[config.mk]
export PLATFORM = sky130hd
export DESIGN_NAME = cpw_unit
export DESIGN_NICKNAME = d
export VERILOG_FILES = /design/src/logic/cpw_pkg.sv /design/src/logic/cpw_unit.sv
export VERILOG_INCLUDE_DIRS = /design/src /design/src/logic
export SDC_FILE = /design/constraint.sdc
export NUM_CORES = 1
export LEC_CHECK = 0
export BUFFER_PORTS_ARGS = -buffer_cell sky130_fd_sc_hd__buf_4
export CAP_MARGIN = 20
export CORE_UTILIZATION = 40
export CTS_BUF_LIST = sky130_fd_sc_hd__clkbuf_8 sky130_fd_sc_hd__clkbuf_16
export CTS_CLUSTER_DIAMETER = 80
export DETAILED_ROUTE_END_ITERATION = 8
export MAX_ROUTING_LAYER = met4
export SYNTH_ARGS = -nofsm -noshare
export SYNTH_HDL_FRONTEND = slang
export SYNTH_SLANG_ARGS = --single-unit
[constraint.sdc]
create_clock -name clk_i -period 2.1 [get_ports clk_i]
set_input_delay 0 -clock clk_i [delete_from_list [all_inputs] [get_ports clk_i]]
set_output_delay 0 -clock clk_i [all_outputs]
set_load 0.05 [all_outputs]
[src/logic/cpw_params.svh]
// Constants of the capture and PWM unit: bus offsets, field positions,
// mode codes, reset values and prescaler terminal counts.
// Assumes a 32-bit classic Wishbone bus with byte addresses on 6 bits.
//
// How it works
// - Prescaler counter cleared when off or not capturing.
// - Any reset clears the prescaler counter.
// - Prescale change between capture modes keeps counter.
// - Mode field gives three capture prescale choices: 1, 4, 16.
// - Capture takes a selectable 16-bit time base.
// - Time base clock: fast, quarter, oscillator, pin.
// - Fast-clocked time base holds during sleep.
// - External-clocked time base keeps capturing in sleep.
// - Timer select zero picks the period timer.
// - Period register sets the PWM period.
// - Three-bit mask enables any mix of shutdown sources, or none.
// - Shutdown drives A/C and B/D to programmed states.
// - Software forces shutdown through the event bit.
// - Two-bit field picks output arrangement and direction.
// - Mode field picks PWM output polarities.
// - Duty is ten bits: eight upper, two lower.
// - Half-bridge inserts programmable seven-bit dead band.
// - Each output has its own steering enable.
// - Restart enable leaves shutdown at a period wrap once cause ends.
`ifndef CPW_PARAMS_SVH
`define CPW_PARAMS_SVH

`define CPW_ADR_W      6
`define CPW_OFF_CTL    6'h00
`define CPW_OFF_VALL   6'h04
`define CPW_OFF_VALH   6'h08
`define CPW_OFF_TSEL   6'h0C
`define CPW_OFF_ASC    6'h10
`define CPW_OFF_DBC    6'h14
`define CPW_OFF_STR    6'h18
`define CPW_OFF_PER    6'h1C
`define CPW_OFF_PTC    6'h20
`define CPW_OFF_TBC    6'h24
`define CPW_OFF_STA    6'h28
`define CPW_OFF_TBV    6'h2C

`define CPW_CTL_MODE   3:0
`define CPW_CTL_PFX    3:2
`define CPW_CTL_DC     5:4
`define CPW_CTL_OC     7:6
`define CPW_ASC_EVT    7
`define CPW_ASC_SRC    6:4
`define CPW_ASC_AC     3:2
`define CPW_ASC_BD     1:0
`define CPW_DBC_RSEN   7
`define CPW_DBC_DLY    6:0
`define CPW_PTC_RUN    2
`define CPW_PTC_PS     1:0
`define CPW_TBC_RUN    0
`define CPW_TBC_SRC    2:1
`define CPW_STA_FLAG   0
`define CPW_STA_SHUT   1

`define CPW_PFX_CAP    2'h1
`define CPW_PFX_PWM    2'h3
`define CPW_M_FALL     4'h4
`define CPW_M_RISE4    4'h6
`define CPW_M_RISE16   4'h7
`define CPW_PSC_ONE    4'h0
`define CPW_PSC_DIV4   4'h3
`define CPW_PSC_DIV16  4'hF
`define CPW_PS_DIV1    2'h0
`define CPW_PS_DIV4    2'h1
`define CPW_TSEL_T2    2'h0
`define CPW_PC_LAST    2'h3
`define CPW_Q_LAST     2'h3
`define CPW_RST_PER    8'hFF

`endif

[src/logic/cpw_pkg.sv]
// Types of the capture and PWM unit: output arrangement, time base
// clock source and the packed state record of the unit.
// Assumes the constants header is included by the design files.
package cpw_pkg;

  typedef enum logic [1:0] {
    CPW_OC_SINGLE = 2'b00,
    CPW_OC_FWD    = 2'b01,
    CPW_OC_HALF   = 2'b10,
    CPW_OC_REV    = 2'b11
  } cpw_oc_t;

  typedef enum logic [1:0] {
    CPW_TB_FOSC4 = 2'b00,
    CPW_TB_FOSC  = 2'b01,
    CPW_TB_SOSC  = 2'b10,
    CPW_TB_PIN   = 2'b11
  } cpw_tbsrc_t;

  typedef struct packed {
    logic [7:0]  ctl;
    logic [15:0] val;
    logic [1:0]  tsel;
    logic [7:0]  asc;
    logic [7:0]  dbc;
    logic [3:0]  str;
    logic [7:0]  per;
    logic [2:0]  ptc;
    logic [2:0]  tbc;
    logic        flag;
    logic [15:0] tb;
    logic [1:0]  q;
    logic        cap_d;
    logic        ext_d;
    logic [3:0]  psc;
    logic [3:0]  pps;
    logic [9:0]  pc;
    logic [9:0]  duty;
    logic        pwm_d;
    logic [6:0]  db;
    logic [3:0]  po;
    logic [3:0]  oe;
    logic        ack;
    logic [31:0] dat;
  } cpw_state_t;

endpackage

[src/logic/cpw_unit.sv]
// Capture and enhanced PWM unit with a classic Wishbone register slave.
// Assumes all pin inputs are synchronous to clk_i and that sosc_tick_i
// is a one-cycle pulse per secondary oscillator period.
`timescale 1ns/100ps
`include "cpw_params.svh"

module cpw_unit (
  input  wire logic                 clk_i,
  input  wire logic                 rst_i,
  input  wire logic                 ce_i,
  input  wire logic                 wb_cyc_i,
  input  wire logic                 wb_stb_i,
  input  wire logic                 wb_we_i,
  input  wire logic [5:0]           wb_adr_i,
  input  wire logic [3:0]           wb_sel_i,
  input  wire logic [31:0]          wb_dat_i,
  output logic      [31:0]          wb_dat_o,
  output logic                      wb_ack_o,
  input  wire logic                 cap_pin_i,
  input  wire logic                 sleep_i,
  input  wire logic                 sosc_tick_i,
  input  wire logic                 tb_clk_pin_i,
  input  wire logic                 cmp1_i,
  input  wire logic                 cmp2_i,
  input  wire logic                 fault_n_i,
  output logic      [3:0]           pwm_o,
  output logic      [3:0]           pwm_oe_o
);
  import cpw_pkg::*;

  cpw_state_t st_r;
  cpw_state_t st_nxt;

  logic [3:0] mode;
  logic       cap_mode;
  logic       pwm_on;
  logic       cap_evt;
  logic [3:0] psc_term;
  logic       psc_fire;
  logic       tb_tick;
  logic       tmr_go;
  logic [3:0] pps_term;
  logic       ptick;
  logic       wrap;
  logic       raw;
  logic       cause;
  logic       req;
  logic       wr;
  cpw_oc_t    oc;
  cpw_tbsrc_t tbsrc;

  ////////////////////////////////////////////////////////////////////////
  // Decode of the present state.

  // Mode, capture edge qualification and the capture prescaler.
  assign mode     = st_r.ctl[`CPW_CTL_MODE];
  assign cap_mode = st_r.ctl[`CPW_CTL_PFX] == `CPW_PFX_CAP;
  assign pwm_on   = st_r.ctl[`CPW_CTL_PFX] == `CPW_PFX_PWM;
  assign cap_evt  = (mode == `CPW_M_FALL) ? (~cap_pin_i & st_r.cap_d)
                                          : (cap_pin_i & ~st_r.cap_d);
  assign psc_term = (mode == `CPW_M_RISE4)  ? `CPW_PSC_DIV4 :
                    (mode == `CPW_M_RISE16) ? `CPW_PSC_DIV16 : `CPW_PSC_ONE;
  assign psc_fire = cap_mode & cap_evt & (st_r.psc == psc_term);

  // Time base advance from one of four clock sources.
  assign tbsrc = cpw_tbsrc_t'(st_r.tbc[`CPW_TBC_SRC]);
  always_comb
  begin
    unique case (tbsrc)
      CPW_TB_FOSC4: tb_tick = ~sleep_i & (st_r.q == `CPW_Q_LAST);
      CPW_TB_FOSC:  tb_tick = ~sleep_i;
      CPW_TB_SOSC:  tb_tick = sosc_tick_i;
      CPW_TB_PIN:   tb_tick = tb_clk_pin_i & ~st_r.ext_d;
    endcase
  end

  // Period timer runs only when selected and started.
  assign tmr_go   = st_r.ptc[`CPW_PTC_RUN] & (st_r.tsel == `CPW_TSEL_T2);
  assign pps_term = (st_r.ptc[`CPW_PTC_PS] == `CPW_PS_DIV1) ? `CPW_PSC_ONE :
                    (st_r.ptc[`CPW_PTC_PS] == `CPW_PS_DIV4) ? `CPW_PSC_DIV4
                                                            : `CPW_PSC_DIV16;
  assign ptick    = tmr_go & (st_r.pps == pps_term);
  assign wrap     = st_r.pc == {st_r.per, `CPW_PC_LAST};
  assign raw      = st_r.pc < st_r.duty;
  assign cause    = |(st_r.asc[`CPW_ASC_SRC] & {~fault_n_i, cmp2_i, cmp1_i});
  assign oc       = cpw_oc_t'(st_r.ctl[`CPW_CTL_OC]);

  // Bus request decode; a write lands on the edge where ack is seen.
  assign req = wb_cyc_i & wb_stb_i;
  assign wr  = req & wb_we_i & st_r.ack & wb_sel_i[0];

  ////////////////////////////////////////////////////////////////////////
  // Next-state logic of the whole unit.
  always_comb
  begin
    logic [3:0] act;
    logic [3:0] en;
    logic       dbz;
    logic       inv_ac;
    logic       inv_bd;
    act    = '0;
    en     = '0;
    dbz    = (raw == st_r.pwm_d) ? (st_r.db == '0)
                                 : (st_r.dbc[`CPW_DBC_DLY] == '0);
    inv_ac = mode[1];
    inv_bd = mode[0];
    st_nxt = st_r;
    if (ce_i)
    begin
      // Bus slave: answer every request once, unmapped reads give zero.
      st_nxt.ack = req & ~st_r.ack;
      if (req & ~st_r.ack)
      begin
        unique case (wb_adr_i)
          `CPW_OFF_CTL:  st_nxt.dat = {24'h0, st_r.ctl};
          `CPW_OFF_VALL: st_nxt.dat = {24'h0, st_r.val[7:0]};
          `CPW_OFF_VALH: st_nxt.dat = {24'h0, st_r.val[15:8]};
          `CPW_OFF_TSEL: st_nxt.dat = {30'h0, st_r.tsel};
          `CPW_OFF_ASC:  st_nxt.dat = {24'h0, st_r.asc};
          `CPW_OFF_DBC:  st_nxt.dat = {24'h0, st_r.dbc};
          `CPW_OFF_STR:  st_nxt.dat = {28'h0, st_r.str};
          `CPW_OFF_PER:  st_nxt.dat = {24'h0, st_r.per};
          `CPW_OFF_PTC:  st_nxt.dat = {29'h0, st_r.ptc};
          `CPW_OFF_TBC:  st_nxt.dat = {29'h0, st_r.tbc};
          `CPW_OFF_STA:  st_nxt.dat = {30'h0, st_r.asc[`CPW_ASC_EVT], st_r.flag};
          `CPW_OFF_TBV:  st_nxt.dat = {16'h0, st_r.tb};
          default:       st_nxt.dat = 32'h0;
        endcase
      end
      // Register writes from software.
      if (wr)
      begin
        unique case (wb_adr_i)
          `CPW_OFF_CTL:  st_nxt.ctl = wb_dat_i[7:0];
          `CPW_OFF_VALL: st_nxt.val[7:0] = wb_dat_i[7:0];
          `CPW_OFF_VALH: st_nxt.val[15:8] = wb_dat_i[7:0];
          `CPW_OFF_TSEL: st_nxt.tsel = wb_dat_i[1:0];
          `CPW_OFF_ASC:  st_nxt.asc = wb_dat_i[7:0];
          `CPW_OFF_DBC:  st_nxt.dbc = wb_dat_i[7:0];
          `CPW_OFF_STR:  st_nxt.str = wb_dat_i[3:0];
          `CPW_OFF_PER:  st_nxt.per = wb_dat_i[7:0];
          `CPW_OFF_PTC:  st_nxt.ptc = wb_dat_i[2:0];
          `CPW_OFF_TBC:  st_nxt.tbc = wb_dat_i[2:0];
          `CPW_OFF_STA:  st_nxt.flag = st_r.flag & ~wb_dat_i[`CPW_STA_FLAG];
          default:       st_nxt.ctl = st_r.ctl;
        endcase
      end

      // Time base counter and its quarter-rate divider.
      st_nxt.ext_d = tb_clk_pin_i;
      if (~sleep_i)
      begin
        st_nxt.q = st_r.q + 2'h1;
      end
      if (st_r.tbc[`CPW_TBC_RUN] & tb_tick)
      begin
        st_nxt.tb = st_r.tb + 16'h1;
      end

      // Capture prescaler; a mode change inside capture keeps the count.
      st_nxt.cap_d = cap_pin_i;
      if (~cap_mode)
      begin
        st_nxt.psc = '0;
      end
      else if (psc_fire)
      begin
        st_nxt.psc = '0;
      end
      else if (cap_evt)
      begin
        st_nxt.psc = st_r.psc + 4'h1;
      end
      // A capture beats a same-cycle software write or flag clear.
      if (psc_fire)
      begin
        st_nxt.val  = st_r.tb;
        st_nxt.flag = 1'b1;
      end

      // Period timer with prescaler; the duty is latched at each wrap.
      if (ptick)
      begin
        st_nxt.pps = '0;
        if (wrap)
        begin
          st_nxt.pc   = '0;
          st_nxt.duty = {st_r.val[7:0], st_r.ctl[`CPW_CTL_DC]};
        end
        else
        begin
          st_nxt.pc = st_r.pc + 10'h1;
        end
      end
      else if (tmr_go)
      begin
        st_nxt.pps = st_r.pps + 4'h1;
      end

      // Shutdown: cause sets the event, restart clears it at a wrap.
      if (ptick & wrap & st_r.dbc[`CPW_DBC_RSEN] & ~cause)
      begin
        st_nxt.asc[`CPW_ASC_EVT] = 1'b0;
      end
      if (cause)
      begin
        st_nxt.asc[`CPW_ASC_EVT] = 1'b1;
      end

      // Dead band counter reloads on each change of the raw waveform; the
      // edge cycle itself is the first dead cycle, so delay zero means none.
      st_nxt.pwm_d = raw;
      if (raw != st_r.pwm_d)
      begin
        st_nxt.db = (st_r.dbc[`CPW_DBC_DLY] == '0) ? '0 : st_r.dbc[`CPW_DBC_DLY] - 7'h1;
      end
      else if (st_r.db != '0)
      begin
        st_nxt.db = st_r.db - 7'h1;
      end

      // Output arrangement, steering and polarity; pin 0 is A, 3 is D.
      unique case (oc)
        CPW_OC_SINGLE:
        begin
          act = {4{raw}};
          en  = st_r.str;
        end
        CPW_OC_FWD:
        begin
          act = {raw, 1'b0, 1'b0, 1'b1};
          en  = 4'hF;
        end
        CPW_OC_HALF:
        begin
          act = {1'b0, 1'b0, ~raw & dbz, raw & dbz};
          en  = 4'h3;
        end
        CPW_OC_REV:
        begin
          act = {1'b0, 1'b1, raw, 1'b0};
          en  = 4'hF;
        end
      endcase
      st_nxt.po = act ^ {inv_bd, inv_ac, inv_bd, inv_ac};
      st_nxt.oe = en;
      if (st_r.asc[`CPW_ASC_EVT])
      begin
        st_nxt.po = {st_r.asc[0], st_r.asc[2], st_r.asc[0], st_r.asc[2]};
        st_nxt.oe = {~st_r.asc[1], ~st_r.asc[3], ~st_r.asc[1], ~st_r.asc[3]};
      end
      if (~pwm_on)
      begin
        st_nxt.po = '0;
        st_nxt.oe = '0;
      end
    end
  end

  ////////////////////////////////////////////////////////////////////////
  // State register; any reset clears every field but the period, which loads FF.
  always_ff @(posedge clk_i)
  begin
    if (rst_i)
    begin
      st_r     <= '0;
      st_r.per <= `CPW_RST_PER;
    end
    else
    begin
      st_r <= st_nxt;
    end
  end

  // Outputs come straight from the state register.
  assign wb_dat_o = st_r.dat;
  assign wb_ack_o = st_r.ack;
  assign pwm_o    = st_r.po;
  assign pwm_oe_o = st_r.oe;
endmodule

==> run metrics, run 1 <==
Crit path arrival time 2.48 ns; Final Core Density around 50%; mean area per synthesized cell about 8.6 sq um; RSZ-0062 raised after global routing true; Die Height about 140 microns; top post-synthesis cells by area dfxtp_1 (38%), mux2i_1 (7.6%), nor2_1 (6.8%); Total GRT Usage 22.68%; worst-margin pin slew 0.5654 ns; endpoints failing hold 9; Worst setup SP type flip-flop; met2 usage around 35%; final setup violation count 3; Rows 49; clk sink count between 100 and 150; Final Cycle Share 102.6%; layer with the highest usage met2; crit path max-delay cell type a221o_1; CTS Hold Bufs 15; Min Clock Period, post-route roughly 2.2 ns; Max Cap Violations 0; worst hold slack -0.05837 ns; Routability Congestion 0.8677; failing checks DRC, hold timing, setup timing; register area share after synthesis 38.33%; Final HPWL DP roughly 15 mm; dpl cell area around 0.0082 sq mm; met3 GRT Util under 10%; chip width 138.2 microns; Antenna diodes 0; Port Buf Inserts 52; slew margin rel. between 60% and 70%; biggest area consumer among synthesized cells dfxtp_1; GR Layer Usage met1 a little under a third; Post-synth top flop dfxtp_1; total grt overflow 0; post-synthesis instance area ~0.0074 sq mm; post-synthesis instance total 863; routed via count 6,411; Clock Skew 0.01194 ns; WL final between 20 and 25 mm; Ys Warns 0; WP data required ~2.4 ns; CTS Root Cell clkbuf_16; min setup slack post-route -0.05467 ns; # DRC 6; DP Worst Slack -0.1211 ns; antenna violations before repair 0; DRT Pass-1 Iters 7; worst hold path type in -> reg; Commonest cells post-synth dfxtp_1 (142), nor2_1 (135), mux2i_1 (56), nand2_1 (56), a21oi_1 (52); Peak Freq 464.1 MHz; Leakage around 3.5 nW; area delta synth->final 22.46%; vias in the first global route about 6,000; Finished Cell Area just over 0.009 sq mm; Netlist cell types between 60 and 70; status finished with violations; synthesized flop and latch total 142; Max Transition Viols Final 0; Nets 1,016; Clock transition at path regs about 0.060 ns; CTS H-Tree Depth 4; Max IR drop VDD around 0.60 mV; Max clock buf depth 2; Post-synth EDFFs 0; post-route ant nets 0; CTS tree done; count leader, synth dfxtp_1; Setup Crit Path Kind reg -> reg; sequence of cells on the critical path inv_2, ha_4, a21oi_2, nand2_1, a221o_1, a31oi_4, buf_12, xnor2_4, buf_4, a21oi_2, o21ba_2; crit-path most repeated cell a21oi_2; via density per instance ~5.4; DRT iter0 DRCs 491; biggest fanout along the worst timing path 7; first-pass GRT wire length about 33 mm; pwr dens 734.8 mW/mm^2; post-synth top area share between 30% and 40%; later-pin clock latency in the skew report ~0.43 ns; Num CTS Buffers 17; Crit path largest cell delay between 0.3 and 0.4 ns; die area roughly 0.019 sq mm; initial core utilization between 40% and 50%; Critical Path End Type flip-flop; I/O pins between 90 and 100; DR WL/cell around 17 microns; largest net degree at the start of global routing 64; CORE AREA approximately 0.018 sq mm; post-synthesis async set-or-reset flop share 0%; fraction of layout cells with a size suffix above 1 around 20%; Sum Neg Setup Slack -0.07680 ns
[worst max-delay path, delay by kind of cell, from the launching register on]
family / cells / cell delay (ns)
compound gates: 5 / 0.93
flops: 1 / 0.33
fa+ha+maj: 1 / 0.22
simple gates: 1 / 0.06
buf+inv: 3 / 0.36
xor+xnor: 1 / 0.16
[cell families after synthesis]
group           after synthesis  synth area share [%]
fa+ha+maj                    16                 2.699
buf+inv                     104                 7.542
compound gates              171                 15.74
other cells                   1               0.05057
mux                          61                 8.925
simple gates                324                 21.41
flops                       142                 38.33
xor+xnor                     44                 5.298
[final cells by class]
| cell class | count | area [sq um] |
|---|---|---|
| fillers | 1713 | 9005 |
| multi-input cells | 632 | 4187 |
| flip-flops and latches | 142 | 2856 |
| repair buffers | 131 | 1071 |
| clock buffers | 19 | 452.9 |
| well taps | 229 | 286.5 |
| clock inverters | 13 | 148.9 |
| inverters | 21 | 78.83 |
[registers in the layout, summed over array words and instances (netlist names)]
name and count:
pwm_oe_o 4, mode 4, wb_dat_o 16, st_r 111, pwm_o 4, wb_ack_o 1
oc 2
[per-layer routing]
metal | wire (microns) | up-vias | share of wire (%)
met4 | 242 | 0 | 1.2
met2 | 9449 | 166 | 46
met5 | 0 | - | 0
met3 | 955 | 16 | 4.7
met1 | 9736 | 3064 | 48
li1 | - | 3165 | -
[power breakdown]
part           leakage (nW)  switching [mW]  total (mW)  internal [mW]
clock network         0.308            1.18        3.10           1.92
logic                  2.09           0.454       0.783          0.330
registers              1.15          0.0517        2.79           2.74
total                  3.55            1.69        6.67           4.99
[cells in the final DEF (no fill, tap or decap), types with 20 or more instances in the layout]
cell,Yosys,final
xor2_1,28,28
nand2_1,56,56
a22oi_1,32,32
inv_1,20,21
nand3_1,21,20
o21ai_0,24,24
mux2i_1,56,56
nor2_1,135,135
a21oi_1,52,48
buf_4,42,112
dfxtp_1,142,133
[path summary, 6_finish.rpt]
check                                 start           to  slack, ns  cells after the start
worst max register to register     st_r[57]     st_r[47]      -0.05                     11
worst max-delay path               st_r[57]     st_r[47]      -0.05                     11
worst min register to register  wb_dat_o[0]  wb_dat_o[0]       0.46                      2
worst min-delay path                  rst_i    st_r[116]      -0.06                      2
[per-stage QoR]
stage,total power [mW],instances
after floorplan,3.362,878
after global placement,3.588,1136
after detailed placement,3.591,1136
after CTS,6.705,1186
after global routing,6.939,1187
final,6.673,1187
[repair_timing]
action                                 4_1_cts  5_1_grt
setup buffers                                3        1
endpoints found under the hold margin       53        9
resized for setup                            9        9
setup endpoints to repair                    7       25
pin swaps                                    4        6
No activity file was read; power rests on OpenSTA's default activity.
==> inputs of run 2 (changes only) <==
--- a/config.mk
+++ b/config.mk
@@ -16,3 +16,4 @@
 export SYNTH_ARGS = -nofsm -noshare
 export SYNTH_HDL_FRONTEND = slang
 export SYNTH_SLANG_ARGS = --single-unit
+export TNS_END_PERCENT = 20
==> constraint.sdc (replaced) <==
create_clock -name clk_i -period 1.8 [get_ports clk_i]
set_input_delay 0 -clock clk_i [delete_from_list [all_inputs] [get_ports clk_i]]
set_output_delay 0 -clock clk_i [all_outputs]
set_load 0.05 [all_outputs]
==> run 2 against run 1 <==
The flow finishes with violations (DRC, setup timing). Sequential share of layout area down 2.4 points. Clock power up 29%. Critical path depth down 2. Design area up 8.9%. Hold slack better by 0.12 ns. Via count up 4.1%. First-iteration DRC count up 8.1%. Utilization up 4.5 points. Die area unchanged. Combinational power up 32%. Critical endpoint is now st_r[45].
==> run metrics, run 2 (same netlist as run 1, synthesis figures left out) <==
Min Clock Period, post-route 2.121 ns; sequence of cells on the critical path ha_4, a21oi_2, nand2_1, a221o_1, a31oi_4, buf_12, xnor2_4, or3_1, a31oi_1; Peak Freq around 470 MHz; Final HPWL DP about 15 mm; worst-case reg-to-reg path depth 9; clk sink count 142; chip width ~140 microns; CTS H-Tree Depth 4; final cell count without fillers 1,241; Die Height ~140 microns; crit path max-delay cell type a221o_1; Max Cap Violations 0; Max IR drop VDD slightly below 0.7 mV; total grt overflow 0; Sum Neg Setup Slack -3.706 ns; failing checks DRC, setup timing; RSZ-0062 raised after global routing true; commonest non-fill, non-tap cell in the layout buf_4; Cells after DPL between 1,000 and 1,500; Total GRT Usage between 20% and 30%; later-pin clock latency in the skew report approximately 0.43 ns; worst hold path type in -> reg; Crit path largest cell delay between 0.3 and 0.4 ns; min setup slack post-route -0.3215 ns; Crit path arrival time approximately 2.5 ns; DRT Pass-1 Iters 9; worst-margin pin slew ~0.54 ns; Leakage a little under 4 nW; commonest cells after routing, fill and taps aside buf_4 (154), nor2_1 (133), dfxtp_1 (128), mux2i_1 (56), nand2_1 (55); fraction of layout cells with a size suffix above 1 around 29%; biggest fanout along the worst timing path 8; via density per instance approximately 5.4; Clock Skew between 0.009 and 0.01 ns; die area 0.01909 sq mm; Critical Path End Type flip-flop; final setup violation count 30; Routability Congestion 0.8943; Max Transition Viols Final 0; Antenna diodes 0; worst hold slack just under 0.06 ns; CORE AREA roughly 0.018 sq mm; Final Cycle Share 117.9%; post-route ant nets 0; CTS tree done; status finished with violations; largest net degree at the start of global routing 49; Num CTS Buffers 17; routed via count roughly 6,700; Port Buf Inserts 52; Most flops, register st_r; Nets between 1,000 and 1,500; WP data required between 2 and 2.5 ns; pwr dens roughly 840 mW/mm^2; Worst setup SP type flip-flop; vias in the first global route approximately 6,400; antenna violations before repair 0; CTS Root Cell clkbuf_16; # DRC 10; endpoints failing hold 0; WL final between 20 and 25 mm; area delta synth->final 33.32%; Max clock buf depth 2; Clock transition at path regs 0.06 ns; I/O pins 96; DRT iter0 DRCs around 530; Pwr Total 8.267 mW; max reg flops around 110; Hold Crit Depth 5; initial core utilization between 40 and 50%; Setup Crit Path Kind reg -> reg; first-pass GRT wire length about 33 mm; slew margin rel. around 64%; DR WL/cell 17.00 microns; Rows roughly 50
[run 2: changes by cell type in the layout (fill, tap and decap cells not counted), sizes merged]
| cell | previous run | this run |
|---|---|---|
| buf | 116 | 164 |
| bufinv | 3 | 6 |
| dlygate4sd3 | 15 | 18 |
| clkinv | 5 | 3 |
| clkbuf | 19 | 20 |
| clkinvlp | 1 | 2 |
| dlymetal6s4s | 0 | 1 |
| inv | 25 | 24 |
[run 2: metrics by stage]
| stage | cell area (sq um) | setup slack [ns] | util (%) |
|---|---|---|---|
| after floorplan | 7575 | -0.2727 | - |
| after global placement | 8643 | -0.3009 | 47.79 |
| after detailed placement | 8643 | -0.3144 | 47.79 |
| after CTS | 9532 | -0.3322 | 52.70 |
| after global routing | 9887 | -0.4094 | 54.67 |
| final | 9887 | -0.3215 | 54.67 |
[run 2: final timing paths]
path	to	slack, ns	start
max	st_r[45]	-0.32	st_r[67]
min	st_r[131]	0.06	cmp2_i
max reg2reg	st_r[45]	-0.32	st_r[67]
min reg2reg	wb_dat_o[0]	0.46	wb_dat_o[0]
[run 2: routing by layer]
metal  global-route usage [%]  vias to the layer above  wire (microns)
li1                         -                     3275               -
met1                    30.61                     3185            9858
met2                    35.28                      181            9680
met3                    4.364                       32            1071
met4                    8.338                        0             488
met5                        -                        -               0
[run 2: report_power, final]
group	total (mW)	switching (mW)	internal, mW
logic	1.03	0.580	0.448
clock network	4.00	1.39	2.61
registers	3.24	0.0425	3.19
total	8.27	2.01	6.26
[run 2: repair_timing]
item / 4_1_cts / 5_1_grt
pin swaps: 11 / 29
endpoints found under the setup margin: 51 / 81
setup buffers: 0 / 5
cloned: 0 / 2
hold buffers: 19 / 0
resized for setup: 15 / 65
hold endpoints to repair: 57 / 0
[run 2: layout make-up]
| cell class | instances | area, sq um |
|---|---|---|
| Clock buffer | 18 | 439.2 |
| Clock inverter | 14 | 222.7 |
| Fill cell | 1653 | 8199 |
| Inverter | 21 | 78.83 |
| Multi-Input combinational cell | 632 | 4434 |
| Sequential cell | 142 | 2870 |
| Tap cell | 229 | 286.5 |
| Timing Repair Buffer | 185 | 1555 |
[run 2: worst max-delay path, delay by kind of cell (launching register included)]
family | cells | cell delay (ns)
buffers and inverters | 1 | 0.16
adder cells (fa/ha/maj) | 1 | 0.24
XOR/XNOR | 1 | 0.11
AND/OR/NAND/NOR | 2 | 0.38
flip-flops | 1 | 0.35
AO/OA/AOI/OAI | 4 | 0.80
==> inputs of run 3 (changes only) <==
--- a/config.mk
+++ b/config.mk
@@ -12,7 +12,6 @@
 export CTS_BUF_LIST = sky130_fd_sc_hd__clkbuf_8 sky130_fd_sc_hd__clkbuf_16
 export CTS_CLUSTER_DIAMETER = 80
 export DETAILED_ROUTE_END_ITERATION = 8
-export MAX_ROUTING_LAYER = met4
 export SYNTH_ARGS = -nofsm -noshare
 export SYNTH_HDL_FRONTEND = slang
 export SYNTH_SLANG_ARGS = --single-unit
==> run 3 against run 2 <==
The flow still finishes with violations (DRC, setup timing). Hold slack improved by 0.0021 ns. Design area rose by 0.18%. Worst setup slack improved by 0.017 ns. Sequential power barely moved. Cell count did not move. Largest cell class unchanged.
==> run metrics, run 3 (same netlist as run 1, synthesis figures left out) <==
worst-case reg-to-reg path depth 9; register area between 0.002 and 0.003 sq mm; Final Cycle Share 116.9%; Die Height approximately 140 microns; DRT iter0 DRCs roughly 540; worst hold path type in -> reg; Rows slightly below 50; Seq pwr share between 30% and 40%; fraction of layout cells with a size suffix above 1 between 20 and 30%; slew margin rel. roughly 64%; pwr dens roughly 830 mW/mm^2; Max clock buf depth 2; min setup slack post-route -0.3047 ns; reg2reg end st_r[45]; Critical Path End Type flip-flop; sequence of cells on the critical path ha_4, a21oi_2, nand2_1, a221o_1, a31oi_4, buf_12, xnor2_4, or3_1, a31oi_1; Antenna diodes 0; commonest cells after routing, fill and taps aside buf_4 (154), nor2_1 (133), dfxtp_1 (128), mux2i_1 (56), nand2_1 (55); Clock Skew between 0.007 and 0.008 ns; later-pin clock latency in the skew report between 0.4 and 0.5 ns; Clock transition at path regs roughly 0.060 ns; endpoints failing hold 0; clk sink count 142; biggest fanout along the worst timing path 8; CORE AREA 0.01809 sq mm; commonest non-fill, non-tap cell in the layout buf_4; crit path max-delay cell type dfxtp_4; I/O pins 96; Port Buf Inserts 52; Routability Congestion approximately 0.88; Peak Freq 475.1 MHz; dpl cell area 0.008643 sq mm; via density per instance ~5.4; antenna violations before repair 0; routed via count 6,676; r2r startpoint st_r[67]; Final HPWL DP 15.38 mm; CTS H-Tree Depth 4; Most flops, register st_r; total grt overflow 0; multi-input logic area ~0.0045 sq mm; vias in the first global route between 6,000 and 7,000; Num CTS Buffers 17; Crit path largest cell delay 0.35 ns; Comb pwr share between 10 and 15%; Nets approximately 1,100; die area about 0.019 sq mm; RSZ-0062 raised after global routing true; Max Transition Viols Final 0; Crit path arrival time roughly 2.5 ns; area delta synth->final 33.56%; Sum Neg Setup Slack -3.479 ns; DRT Pass-1 Iters 7; CP delay by family, top compound AO/OA/AOI/OAI gates; Setup Crit Path Kind reg -> reg; R2R Setup Slk -0.30 ns; min-delay src cmp2_i; Hold Crit Depth 5; WL final about 21 mm; hold worst-path end st_r[131]; CTS tree done; worst-margin pin slew 0.5376 ns; Finished Cell Area 0.009905 sq mm; initial core utilization between 40 and 50%; # DRC 10; Clk pwr share 48.3%; WP data required roughly 2.2 ns; Min Clock Period, post-route between 2 and 2.5 ns; Leakage between 3 and 4 nW; Internal 6.257 mW; CTS Root Cell clkbuf_16; final setup violation count 29; Worst Path Buf+Inv 1; DP Worst Slack -0.3144 ns; Sw Share about a quarter; NetSw between 2 and 2.5 mW; status finished with violations; Worst setup SP type flip-flop; chip width 138.2 microns; max reg flops roughly 110; failing checks DRC, setup timing; FILL cells about 1,600; Max IR drop VDD approximately 0.67 mV; Max Cap Violations 0; first-pass GRT wire length between 30 and 40 mm; Total GRT Usage ~22%; DR WL/cell 17.06 microns; largest net degree at the start of global routing just under 50; worst hold slack approximately 0.06 ns; post-route ant nets 0
[run 3: layout make-up]
cell class,instances,area share (%)
Multi-Input combinational cell,632,44.95
Tap cell,229,2.893
Clock inverter,14,2.249
Timing Repair Buffer,185,15.70
Sequential cell,142,28.98
Inverter,21,0.7959
Clock buffer,18,4.434
[run 3: worst max-delay path by stage]
stage                  start  slack [ns]  cells past startpoint  endpoint
floorplan           st_r[67]       -0.27                      8  st_r[45]
global placement    st_r[57]       -0.30                     10  st_r[45]
detailed placement  st_r[57]       -0.31                     10  st_r[45]
CTS                 st_r[67]       -0.33                      9  st_r[45]
global route        st_r[57]       -0.38                     10  st_r[45]
finish              st_r[67]       -0.30                      9  st_r[45]
[run 3: what timing repair did]
item,4_1_cts,5_1_grt
buffers inserted,0,5
gates cloned,0,2
pin swaps,11,31
resized for setup,15,67
hold endpoints to repair,57,0
hold buffers,19,0
endpoints found under the setup margin,51,81
[run 3: metrics by stage]
step | std cells | util, % | power [mW]
2_1_floorplan | 878 | - | 3.927
3_3_place_gp | 1183 | 47.79 | 4.275
3_5_place_dp | 1183 | 47.79 | 4.278
4_1_cts | 1234 | 52.70 | 8.297
5_1_grt | 1241 | 54.76 | 8.566
6_report | 1241 | 54.76 | 8.259
[run 3: worst reg2reg max path, stage by stage, from the launching register on]
cell and delay, ns:
dfxtp_4 0.35, ha_4 0.24, a21oi_2 0.12, nand2_1 0.06
a221o_1 0.35, a31oi_4 0.18, buf_12 0.16, xnor2_4 0.12
or3_1 0.32, a31oi_1 0.12
[run 3: routing by layer]
metal / wire (microns) / global-route usage, % / up-vias
met4: 479 / 8.161 / 0
li1: - / - / 3277
met1: 9723 / 30.69 / 3168
met5: 0 / 0 / -
met3: 1243 / 4.399 / 31
met2: 9730 / 35.23 / 200
[run 3: power by group through the flow]
stage	Clock, mW	Sequential (mW)	Combinational (mW)
floorplan	0	3.31	0.617
global placement	0	3.31	0.969
detailed placement	0	3.31	0.972
CTS	4.05	3.24	1.01
global route	4.20	3.24	1.13
finish	3.99	3.24	1.03
